[src/hdl/dit_pkg.sv]
// constants, records and states of the digital input telecontrol slave
// assumes a 25 MHz system clock and a frame codec outside the block
package dit_pkg;
  // clock and time base
  localparam int unsigned DIT_CLK_HZ = 25_000_000;
  localparam int unsigned DIT_TICK_US = 1000;
  localparam int unsigned DIT_TICK_CYC = DIT_CLK_HZ / 1_000_000 * DIT_TICK_US;
  localparam int unsigned DIT_QDEPTH = 16;
  localparam int unsigned DIT_NIN = 16;
  localparam logic [15:0] DIT_MS_MAX = 16'hEA5F; // 59999, last ms of a minute
  localparam logic [7:0] DIT_MIN_MAX = 8'h3B;
  localparam logic [7:0] DIT_HOUR_MAX = 8'h17;
  // register byte offsets
  localparam logic [7:0] DIT_OFS_CTRL = 8'h00;
  localparam logic [7:0] DIT_OFS_PAIR = 8'h04;
  localparam logic [7:0] DIT_OFS_FILT = 8'h08;
  localparam logic [7:0] DIT_OFS_STAT = 8'h0C;
  localparam logic [7:0] DIT_OFS_INP = 8'h10;
  localparam logic [1:0] DIT_PNT_WIN = 2'h1; // points at 0x40 + 4 * pin
  // field positions
  localparam int unsigned DIT_CTRL_INV = 8;
  localparam int unsigned DIT_CTRL_FUN = 16;
  // reset values
  localparam logic [7:0] DIT_RST_ADDR = 8'h01;
  localparam logic [7:0] DIT_RST_FUN = 8'hA0; // 160
  localparam logic [17:0] DIT_RST_FILT = 18'h0_0064; // 100 ms
  localparam logic [15:0] DIT_PAIR_OK = 16'h5555; // first pin odd-numbered
  localparam logic [15:0] DIT_EVEN_PIN = 16'hAAAA;
  localparam logic [7:0] DIT_BCAST = 8'hFF;
  // function codes
  localparam logic [3:0] DIT_FC_RST_CU = 4'h0;
  localparam logic [3:0] DIT_FC_UDATA = 4'h3;
  localparam logic [3:0] DIT_FC_RST_FCB = 4'h7;
  localparam logic [3:0] DIT_FC_CLASS1 = 4'hA;
  localparam logic [3:0] DIT_FC_CLASS2 = 4'hB;
  // type ids, causes and function types
  localparam logic [7:0] DIT_TI_DPI = 8'h01;
  localparam logic [7:0] DIT_TI_IDENT = 8'h05;
  localparam logic [7:0] DIT_TI_SYNC = 8'h06;
  localparam logic [7:0] DIT_TI_GI = 8'h07;
  localparam logic [7:0] DIT_TI_GI_END = 8'h08;
  localparam logic [7:0] DIT_COT_SPONT = 8'h01;
  localparam logic [7:0] DIT_COT_START = 8'h04;
  localparam logic [7:0] DIT_COT_SYNC = 8'h08;
  localparam logic [7:0] DIT_COT_GI = 8'h09;
  localparam logic [7:0] DIT_COT_GI_END = 8'h0A;
  localparam logic [7:0] DIT_FUN_GLOBAL = 8'hFF;
  localparam logic [7:0] DIT_INF_IDENT = 8'h01;
  // reply kinds
  localparam logic [1:0] DIT_RPL_ACK = 2'h0;
  localparam logic [1:0] DIT_RPL_NODATA = 2'h1;
  localparam logic [1:0] DIT_RPL_ASDU = 2'h2;

  typedef struct packed {
    logic [7:0] hour;
    logic [7:0] min;
    logic [15:0] ms;
  } dit_time_t;

  typedef struct packed {
    logic valid;
    logic [7:0] addr;
    logic [3:0] fc;
    logic [7:0] ti;
    logic [7:0] cot;
    dit_time_t tm;
  } dit_rx_t;

  typedef struct packed {
    logic valid;
    logic [1:0] kind;
    logic acd;
    logic [7:0] addr;
    logic [7:0] ti;
    logic [7:0] cot;
    logic [7:0] fun;
    logic [7:0] inf;
    logic [1:0] dpi;
    dit_time_t tm;
  } dit_tx_t;

  typedef struct packed {
    logic [3:0] pin;
    logic [1:0] dpi;
    dit_time_t tm;
  } dit_evt_t;

  typedef enum logic [2:0] {
    DIT_ST_UNINIT = 3'b001,
    DIT_ST_READY = 3'b010,
    DIT_ST_GI = 3'b100
  } dit_state_t;
endpackage

[src/hdl/dit_evt_queue.sv]
// first-in first-out queue of spontaneous change records
// assumes a single clock; push and pop may happen in one cycle
`timescale 1ns/1ps
module dit_evt_queue #(
  parameter int unsigned W = 38,
  parameter int unsigned DEPTH = 16
) (
  // clock and reset
  input wire logic pclk,
  input wire logic presetn,
  // fill side
  input wire logic push_valid,
  output logic push_ready,
  input wire logic [W-1:0] push_data,
  // drain side
  output logic pop_valid,
  input wire logic pop_ready,
  output logic [W-1:0] pop_data,
  output logic [$clog2(DEPTH):0] count
);
  localparam int unsigned AW = $clog2(DEPTH);
  logic [W-1:0] mem [DEPTH];
  logic [AW-1:0] wr_reg;
  logic [AW-1:0] rd_reg;
  logic do_push;
  logic do_pop;

  // honest full and empty from the fill count
  assign push_ready = (count != (AW+1)'(DEPTH));
  assign pop_valid = (count != '0);
  assign pop_data = mem[rd_reg];
  assign do_push = push_valid && push_ready;
  assign do_pop = pop_valid && pop_ready;

  // storage
  always_ff @(posedge pclk) begin
    if (do_push) begin
      mem[wr_reg] <= push_data;
    end
  end

  // pointers and count
  always_ff @(posedge pclk or negedge presetn) begin
    if (!presetn) begin
      wr_reg <= '0;
      rd_reg <= '0;
      count <= '0;
    end else begin
      if (do_push) begin
        wr_reg <= (wr_reg == AW'(DEPTH - 1)) ? '0 : wr_reg + 1'b1;
      end
      if (do_pop) begin
        rd_reg <= (rd_reg == AW'(DEPTH - 1)) ? '0 : rd_reg + 1'b1;
      end
      count <= count + (AW+1)'(do_push) - (AW+1)'(do_pop);
    end
  end
endmodule

[src/hdl/dit_glitch_filter.sv]
// per-input glitch filter counting millisecond ticks
// assumes inputs synchronous to pclk and a one-cycle tick enable
`timescale 1ns/1ps
module dit_glitch_filter #(
  parameter int unsigned N = 16,
  parameter int unsigned CW = 18
) (
  // clock and reset
  input wire logic pclk,
  input wire logic presetn,
  // control
  input wire logic tick,
  input wire logic [CW-1:0] limit,
  // inputs and results
  input wire logic [N-1:0] din,
  output logic [N-1:0] stable,
  output logic [N-1:0] chg
);
  genvar g;
  generate
    for (g = 0; g < N; g++) begin : g_bit
      logic [CW-1:0] cnt_reg;
      logic done;
      assign done = (limit == '0) || (tick && (cnt_reg + 1'b1 >= limit));
      // count while the input differs, accept after a full quiet time
      always_ff @(posedge pclk or negedge presetn) begin
        if (!presetn) begin
          cnt_reg <= '0;
          stable[g] <= 1'b0;
          chg[g] <= 1'b0;
        end else begin
          chg[g] <= 1'b0;
          if (din[g] == stable[g]) begin
            cnt_reg <= '0; // glitch shorter than limit dropped
          end else if (done) begin
            cnt_reg <= '0;
            stable[g] <= din[g];
            chg[g] <= 1'b1;
          end else if (tick) begin
            cnt_reg <= cnt_reg + 1'b1;
          end
        end
      end
    end
  endgenerate
endmodule

[src/hdl/dit_slave.sv]
// controlled-station logic of a 16-input telecontrol slave
// assumes an outside codec handing decoded frames in and sending replies out
// How it works
// - reply only to a received request
// - acknowledge reset of unit or link
// - drop everything before initialising reset
// - class 2 replies flag pending spontaneous data
// - class 1 answered with time-tagged message
// - identification after reset, queued changes first
// - report change only after full filter time
// - change message: function type, pin number
// - time tag four bytes, no date
// - type 6 cause 8 loads clock
// - sync also accepted at link address 255
// - type 7 cause 9 starts interrogation, acked
// - interrogation ends with cause 10
// - interrogation sends time-tagged double points
// - inversion applied before filter
// - only odd-first neighbour pairs accepted
// - hidden even pin access gives error
// - sixteen states less one per pair
// - function type configurable, resets 160
// - link address configurable, resets 1
// - pair with both off reads 00
//
// Decided for this implementation: the address map and the APB interface to the registers.
`timescale 1ns/1ps
module dit_slave #(
  parameter int unsigned TICK_CYC = dit_pkg::DIT_TICK_CYC,
  parameter int unsigned QDEPTH = dit_pkg::DIT_QDEPTH
) (
  // clock and reset
  input wire logic pclk,
  input wire logic presetn,
  // apb slave
  input wire logic psel,
  input wire logic penable,
  input wire logic pwrite,
  input wire logic [7:0] paddr,
  input wire logic [31:0] pwdata,
  output logic [31:0] prdata,
  output logic pready,
  output logic pslverr,
  // digital inputs
  input wire logic [15:0] in_raw,
  // decoded frames from the link and replies to it
  input wire dit_pkg::dit_rx_t rx,
  output dit_pkg::dit_tx_t tx
);
  import dit_pkg::*;

  localparam int unsigned QW = $bits(dit_evt_t);
  localparam int unsigned TW = $clog2(TICK_CYC + 1);

  logic [7:0] link_addr_reg;
  logic [7:0] fun_reg;
  logic inv_reg;
  logic [15:0] pair_reg;
  logic [17:0] filt_reg;
  logic [TW-1:0] div_reg;
  logic tick;
  dit_time_t clk_reg;
  logic [15:0] stable;
  logic [15:0] chg;
  logic [15:0] hidden;
  logic [15:0] chg_m;
  logic [15:0] pend_reg;
  logic [15:0] pend_clr;
  logic [3:0] sel;
  logic sel_any;
  dit_evt_t evt_in;
  dit_evt_t evt_out;
  logic q_in_ready;
  logic q_valid;
  logic q_pop;
  logic [$clog2(QDEPTH):0] q_count;
  dit_state_t state_reg;
  logic id_pend_reg;
  logic [4:0] gi_idx_reg;
  logic for_me;
  logic bcast_sync;
  logic is_sync;
  logic is_gi;
  logic apb_wr;
  logic apb_rd;
  logic apb_err;

  // pins hidden behind a pair: even pin whose odd neighbour is paired
  assign hidden = {pair_reg[14:0], 1'b0} & DIT_EVEN_PIN;

  // double-point value of a reported pin
  function automatic logic [1:0] dpi_of(input logic [3:0] idx, input logic [15:0] st,
                                        input logic [15:0] pr);
    logic [3:0] nb;
    nb = idx | 4'h1;
    if (pr[idx]) begin
      dpi_of = {st[idx], st[nb]}; // both off gives 00
    end else begin
      dpi_of = st[idx] ? 2'b10 : 2'b01;
    end
  endfunction

  // first visible pin at or after a start index, 16 when none is left
  function automatic logic [4:0] next_vis(input logic [4:0] from, input logic [15:0] hid);
    next_vis = 5'h10;
    for (int i = 15; i >= 0; i--) begin
      if (5'(i) >= from && !hid[i]) begin
        next_vis = 5'(i); // skips hidden pins
      end
    end
  endfunction

  // millisecond tick divider
  always_ff @(posedge pclk or negedge presetn) begin
    if (!presetn) begin
      div_reg <= '0;
    end else if (div_reg == TW'(TICK_CYC - 1)) begin
      div_reg <= '0;
    end else begin
      div_reg <= div_reg + 1'b1;
    end
  end
  assign tick = (div_reg == TW'(TICK_CYC - 1));

  // frame qualification
  assign is_sync = rx.fc == DIT_FC_UDATA && rx.ti == DIT_TI_SYNC && rx.cot == DIT_COT_SYNC;
  assign is_gi = rx.fc == DIT_FC_UDATA && rx.ti == DIT_TI_GI && rx.cot == DIT_COT_GI;
  assign for_me = rx.valid && rx.addr == link_addr_reg;
  assign bcast_sync = rx.valid && rx.addr == DIT_BCAST && is_sync;

  // time of day: ms, minute, hour, no date kept
  always_ff @(posedge pclk or negedge presetn) begin
    if (!presetn) begin
      clk_reg <= '0;
    end else if ((for_me || bcast_sync) && is_sync && state_reg != DIT_ST_UNINIT) begin
      clk_reg <= rx.tm; // low bytes of the 7-byte structure
    end else if (tick) begin
      if (clk_reg.ms != DIT_MS_MAX) begin
        clk_reg.ms <= clk_reg.ms + 16'h0001;
      end else begin
        clk_reg.ms <= '0;
        if (clk_reg.min != DIT_MIN_MAX) begin
          clk_reg.min <= clk_reg.min + 8'h01;
        end else begin
          clk_reg.min <= '0;
          clk_reg.hour <= (clk_reg.hour == DIT_HOUR_MAX) ? 8'h00 : clk_reg.hour + 8'h01;
        end
      end
    end
  end

  // inversion ahead of the glitch filter
  dit_glitch_filter #(
    .N(DIT_NIN),
    .CW(18)
  ) u_filter (
    .pclk(pclk),
    .presetn(presetn),
    .tick(tick),
    .limit(filt_reg),
    .din(in_raw ^ {16{inv_reg}}),
    .stable(stable),
    .chg(chg)
  );

  // change on a hidden pin is reported on its pair's odd pin
  assign chg_m = (chg & ~hidden) | ((chg & hidden) >> 1);

  // lowest pending change goes to the queue first
  always_comb begin
    sel = 4'h0;
    sel_any = 1'b0;
    for (int i = 15; i >= 0; i--) begin
      if (pend_reg[i]) begin
        sel = 4'(i);
        sel_any = 1'b1;
      end
    end
  end
  assign pend_clr = (sel_any && q_in_ready) ? (16'h0001 << sel) : 16'h0000;

  // pending changes, a new change wins over the clear
  always_ff @(posedge pclk or negedge presetn) begin
    if (!presetn) begin
      pend_reg <= '0;
    end else begin
      pend_reg <= (pend_reg & ~pend_clr) | chg_m;
    end
  end

  // change record: pin, state, four-byte time tag
  assign evt_in = '{pin: sel, dpi: dpi_of(sel, stable, pair_reg), tm: clk_reg};

  dit_evt_queue #(
    .W(QW),
    .DEPTH(QDEPTH)
  ) u_queue (
    .pclk(pclk),
    .presetn(presetn),
    .push_valid(sel_any),
    .push_ready(q_in_ready),
    .push_data(evt_in),
    .pop_valid(q_valid),
    .pop_ready(q_pop),
    .pop_data(evt_out),
    .count(q_count)
  );

  // class 1 poll drains the queue ahead of identification
  assign q_pop = for_me && state_reg != DIT_ST_UNINIT && rx.fc == DIT_FC_CLASS1;

  // link state, identification and interrogation progress
  always_ff @(posedge pclk or negedge presetn) begin
    if (!presetn) begin
      state_reg <= DIT_ST_UNINIT;
      id_pend_reg <= 1'b0;
      gi_idx_reg <= '0;
    end else if (for_me && (rx.fc == DIT_FC_RST_CU || rx.fc == DIT_FC_RST_FCB)) begin
      state_reg <= DIT_ST_READY;
      id_pend_reg <= 1'b1;
    end else if (for_me && state_reg != DIT_ST_UNINIT) begin
      case (state_reg)
        DIT_ST_READY: begin
          if (is_gi) begin
            state_reg <= DIT_ST_GI;
            gi_idx_reg <= next_vis(5'h00, hidden);
          end
        end
        DIT_ST_GI: begin
          if (is_gi) begin
            gi_idx_reg <= next_vis(5'h00, hidden);
          end else if (rx.fc == DIT_FC_CLASS2) begin
            if (gi_idx_reg[4]) begin
              state_reg <= DIT_ST_READY;
            end else begin
              gi_idx_reg <= next_vis(gi_idx_reg + 5'h01, hidden);
            end
          end
        end
        default: state_reg <= DIT_ST_UNINIT;
      endcase
      if (rx.fc == DIT_FC_CLASS1 && !q_valid) begin
        id_pend_reg <= 1'b0;
      end
    end
  end

  // one reply per addressed reset or later addressed request, nothing otherwise
  always_ff @(posedge pclk or negedge presetn) begin
    if (!presetn) begin
      tx <= '0;
    end else begin
      tx <= '0;
      tx.addr <= link_addr_reg;
      tx.fun <= fun_reg;
      tx.tm <= clk_reg;
      tx.acd <= (q_count > {{($bits(q_count)-1){1'b0}}, q_pop})
                || (id_pend_reg && !(q_pop && !q_valid));
      if (for_me && (rx.fc == DIT_FC_RST_CU || rx.fc == DIT_FC_RST_FCB)) begin
        tx.valid <= 1'b1;
        tx.kind <= DIT_RPL_ACK;
        tx.acd <= 1'b1;
      end else if (for_me && state_reg != DIT_ST_UNINIT) begin
        tx.valid <= 1'b1;
        tx.kind <= DIT_RPL_NODATA;
        if (rx.fc == DIT_FC_UDATA && (is_sync || is_gi)) begin
          tx.kind <= DIT_RPL_ACK;
        end else if (rx.fc == DIT_FC_CLASS1 && q_valid) begin
          tx.kind <= DIT_RPL_ASDU;
          tx.ti <= DIT_TI_DPI;
          tx.cot <= DIT_COT_SPONT;
          tx.inf <= {4'h0, evt_out.pin} + 8'h01;
          tx.dpi <= evt_out.dpi;
          tx.tm <= evt_out.tm;
        end else if (rx.fc == DIT_FC_CLASS1 && id_pend_reg) begin
          tx.kind <= DIT_RPL_ASDU;
          tx.ti <= DIT_TI_IDENT;
          tx.cot <= DIT_COT_START;
          tx.fun <= DIT_FUN_GLOBAL;
          tx.inf <= DIT_INF_IDENT;
        end else if (rx.fc == DIT_FC_CLASS2 && state_reg == DIT_ST_GI) begin
          tx.kind <= DIT_RPL_ASDU;
          if (gi_idx_reg[4]) begin
            tx.ti <= DIT_TI_GI_END;
            tx.cot <= DIT_COT_GI_END;
            tx.fun <= DIT_FUN_GLOBAL;
          end else begin
            tx.ti <= DIT_TI_DPI;
            tx.cot <= DIT_COT_GI;
            tx.inf <= {3'h0, gi_idx_reg} + 8'h01;
            tx.dpi <= dpi_of(gi_idx_reg[3:0], stable, pair_reg);
          end
        end
      end
    end
  end

  // apb decode, zero wait states
  assign pready = 1'b1;
  assign apb_wr = psel && penable && pwrite;
  assign apb_rd = psel && penable && !pwrite;
  always_comb begin
    apb_err = 1'b0;
    if (paddr[7:6] == DIT_PNT_WIN) begin
      apb_err = pwrite || hidden[paddr[5:2]];
    end else if (paddr == DIT_OFS_PAIR) begin
      apb_err = pwrite && ((pwdata[15:0] & ~DIT_PAIR_OK) != 16'h0000);
    end else if (paddr == DIT_OFS_STAT || paddr == DIT_OFS_INP) begin
      apb_err = pwrite;
    end else if (paddr != DIT_OFS_CTRL && paddr != DIT_OFS_FILT) begin
      apb_err = 1'b1;
    end
  end
  assign pslverr = psel && penable && apb_err;

  // configuration registers
  always_ff @(posedge pclk or negedge presetn) begin
    if (!presetn) begin
      link_addr_reg <= DIT_RST_ADDR;
      fun_reg <= DIT_RST_FUN;
      inv_reg <= 1'b0;
      pair_reg <= '0;
      filt_reg <= DIT_RST_FILT;
    end else if (apb_wr && !apb_err) begin
      case (paddr)
        DIT_OFS_CTRL: begin
          link_addr_reg <= pwdata[7:0];
          inv_reg <= pwdata[DIT_CTRL_INV];
          fun_reg <= pwdata[DIT_CTRL_FUN +: 8];
        end
        DIT_OFS_PAIR: pair_reg <= pwdata[15:0];
        DIT_OFS_FILT: filt_reg <= pwdata[17:0];
        default: filt_reg <= filt_reg;
      endcase
    end
  end

  // read data, registered in the setup phase
  always_ff @(posedge pclk or negedge presetn) begin
    if (!presetn) begin
      prdata <= '0;
    end else if (psel && !penable && !pwrite) begin
      prdata <= '0;
      if (paddr[7:6] == DIT_PNT_WIN) begin
        prdata <= hidden[paddr[5:2]] ? 32'h0000_0000 : {30'h0, dpi_of(paddr[5:2], stable, pair_reg)};
      end else begin
        case (paddr)
          DIT_OFS_CTRL: prdata <= {8'h00, fun_reg, 7'h00, inv_reg, link_addr_reg};
          DIT_OFS_PAIR: prdata <= {16'h0000, pair_reg};
          DIT_OFS_FILT: prdata <= {14'h0000, filt_reg};
          DIT_OFS_STAT: prdata <= {8'h00, 8'(q_count), 8'(16 - $countones(pair_reg)),
                                   5'h00, state_reg};
          DIT_OFS_INP: prdata <= {16'h0000, stable};
          default: prdata <= '0;
        endcase
      end
    end
  end
endmodule
[config.mk]
export PLATFORM = sky130hd
export DESIGN_NAME = dit_slave
export DESIGN_NICKNAME = d
export VERILOG_FILES = /design/src/hdl/dit_pkg.sv /design/src/hdl/dit_evt_queue.sv /design/src/hdl/dit_glitch_filter.sv /design/src/hdl/dit_slave.sv
export SDC_FILE = /design/constraint.sdc
export NUM_CORES = 2
export LEC_CHECK = 0
export ABC_AREA = 1
export BUFFER_PORTS_ARGS = -buffer_cell sky130_fd_sc_hd__clkbuf_2
export CORE_ASPECT_RATIO = 0.7
export CORE_MARGIN = 2
export CORE_UTILIZATION = 59
export CTS_BUF_LIST = sky130_fd_sc_hd__clkbuf_8
export CTS_CLUSTER_DIAMETER = 50
export CTS_CLUSTER_SIZE = 10
export DETAILED_ROUTE_END_ITERATION = 6
export PLACE_DENSITY_LB_ADDON = 0.3
export SLEW_MARGIN = 20
export SYNTH_ARGS = -nofsm -noshare
export SYNTH_HDL_FRONTEND = slang
export SYNTH_HIERARCHICAL = 1
export SYNTH_SLANG_ARGS = --single-unit
[constraint.sdc]
create_clock -name pclk -period 4.8 [get_ports pclk]
set_clock_uncertainty 0.15 [all_clocks]
set_input_delay 0.96 -clock pclk [delete_from_list [all_inputs] [get_ports pclk]]
set_output_delay 0.96 -clock pclk [all_outputs]
set_load 0.02 [all_outputs]
==> results.cfg <==
[yosys]
synth_edf_count = 608
postSynthCellCount = 7993
async_flop_share = 0.473
ys.flop_type = edfxtp_1
yosys_register_bits = 1153
synth.distinct_cells = 75
ys_seq_area_frac = 0.484
yosys_warnings = 6
syn_avg_cell_area_sq_um = 8.24
syn-cell-area_sq_um = 65900

[clock_tree]
clk_latency_ps = 890
clock-sinks = 1153
clock_path_buffers = 3
cts-root-buf = clkbuf_8
cts_tree = built
h-tree-depth = 4
cts_buffers = 142
clk_pin_slew_ps = 70

[sta]
final-hold-violation-count = 0
clock.fmax_ghz = 0.220
slew_headroom = 0.209
whs_ps = 168
setup_viol = 0
min_period_ps = 4540
tightest_slew_ps = 1190
drv_slew = 0
final.period_utilization = 0.947

[finish]
final_cell_mix = 2701 x nand2_1, 1267 x inv_1, 692 x nand3_1, 608 x edfxtp_1, 535 x dfrtp_1
fin_util = 0.644
mostFrequentLayoutCell = nand2_1
fin_area_sq_um = 71300
largest_reg_flops = 608
multiInputGateArea_sq_um = 28200
register_area_sq_um = 31900
area_growth_pct = 8.27
finalNetCount = 8704
layoutNonFillerInstCount = 9791
fillers = 9141
drive_gt1_frac = 0.0778

[place]
hpwl_um = 119000
place.gp.congestion = 0.949
dp.cells = 9541
io_buffer_count = 205
dpl-instance-area_sq_um = 68700

[floorplan]
die_h_um = 284
core_area_sq_um = 111000
die-area_sq_um = 114000
start_util = 0.595
pin_count = 234
row_count = 102
die_w_um = 403

[global_routing]
grt_pass1_wl_um = 284000
grt_pass1_vias = 51400
grt_overflow = 0
antenna_found_initial = 2
grt_start_max_net_pins = 203
grtUsageTotal = 0.316

[setup_path]
critPathLaunchType = flip-flop
crit_arrival_ps = 5130
rrSetupSlack_ps = 260
cp_max_fo = 3
critPathKind = flip-flop to flip-flop
required_ps = 5390
reg2reg_depth = 16
worstSetupEndpointType = flip-flop

[route]
vias = 54500
avgViaCountPerCell = 5.57
drc_errors = 0
drt-initial-drc-count = 6044
drt.antenna.violating_nets = 0
avgRoutedWirePerCell_um = 18.6
dr.pass1.iters = 6
wl_um = 182000

[flow_run]
maxCapViolCount = 0

[power_and_ir_drop]
power_density_nw_per_um2 = 299
p_leak_nw = 36.5
ir_drop_v = 0.000296

[min_path]
hold_class = input pin to flip-flop
holdPathStages = 3

[status]
outcome = finished clean
-- stage by stage --
| step | setup slack (ps) | total power [mW] | TNS [ps] |
|---|---|---|---|
| floorplan | 329 | 13.5 | 0 |
| global placement | 130 | 14.6 | 0 |
| detailed placement | 179 | 14.7 | 0 |
| CTS | 152 | 21.4 | 0 |
| global route | -15.1 | 22.2 | -15.1 |
| finish | 255 | 21.3 | 0 |
-- logic make-up (layout without fill, tap and decap cells) --
| group | count (synthesis) | in the layout | share of synthesized area |
|---|---|---|---|
| compound gates | 490 | 490 | 0.0456 |
| xor+xnor | 273 | 273 | 0.0363 |
| fa+ha+maj | 351 | 351 | 0.0680 |
| buf+inv | 1467 | 1789 | 0.0905 |
| flops | 1153 | 1153 | 0.484 |
| mux | 34 | 34 | 0.00737 |
| other cells | 2 | 22 | 0.000114 |
| simple gates | 4223 | 4223 | 0.268 |
-- power by group --
part           leakage, nW  switching [mW]  internal [mW]
clock network         1.55            3.81           3.00
logic                 22.2            2.02          0.703
registers             12.8           0.265           11.5
-- what timing repair did --
item / 4_1_cts / 5_1_grt
resized for setup: 0 / 1
hold buffers: 1 / 0
setup endpoints to repair: 0 / 3
buffers inserted: 0 / 1
hold endpoints to repair: 69 / 0
-- per-layer routing --
metal  track usage  vias up  wire length [um]
met2         0.469     2596             77800
met1         0.465    25500             78900
met5             0        -                12
li1              -    26000                 -
met3        0.0630      391             20000
met4         0.101        2              5270
-- layout make-up --
| type | count | share of cell area |
|---|---|---|
| clock inverter | 97 | 0.00749 |
| clock buffer | 150 | 0.0290 |
| tap | 1456 | 0.0255 |
| sequential | 1153 | 0.448 |
| timing repair buffer | 312 | 0.0299 |
| multi-input combinational | 5392 | 0.396 |
| antenna | 1 | 0.0000351 |
| inverter | 1230 | 0.0650 |
-- critical path: stages (launching register included) --
cell       delay [ps]
dfrtp_1           400
fa_1              440
ha_1              330
fa_1              500
fa_2              410
fa_1              410
inv_1              80
fa_1              440
ha_1              310
a21o_1            150
a21oi_1           120
inv_1              60
or2_2             260
nand3_1           110
o2111ai_1         110
nand2_1            90
nand2_1            50
-- cells in the mapped netlist, types with 31 or more instances --
| library cell | n | area, sq um |
|---|---|---|
| a21o_1 | 31 | 233 |
| a21oi_1 | 137 | 686 |
| buf_2 | 111 | 556 |
| buf_4 | 52 | 390 |
| clkbuf_1 | 48 | 180 |
| dfrtp_1 | 538 | 13500 |
| edfxtp_1 | 608 | 18300 |
| ha_1 | 339 | 4240 |
| inv_1 | 1209 | 4540 |
| nand2_1 | 2701 | 10100 |
| nand3_1 | 692 | 3460 |
| nand4_1 | 154 | 963 |
| nor2_1 | 490 | 1840 |
| nor3_1 | 74 | 370 |
| o21ai_0 | 132 | 661 |
| o21ai_1 | 39 | 195 |
| xnor2_1 | 77 | 674 |
| xor2_1 | 196 | 1720 |
-- worst paths after layout --
kind / start / end
worst max-delay path: pair_reg[9] / prdata[14]
worst max register to register: pair_reg[9] / prdata[14]
min in group asynchronous: presetn / u_filter/g_bit[15].cnt_reg[9]
worst min-delay path: rx[17] / clk_reg[17]
worst min register to register: u_filter/chg[2] / pend_reg[2]
max in group asynchronous: presetn / clk_reg[3]
Note: power is estimated with default switching activity, not from simulation.
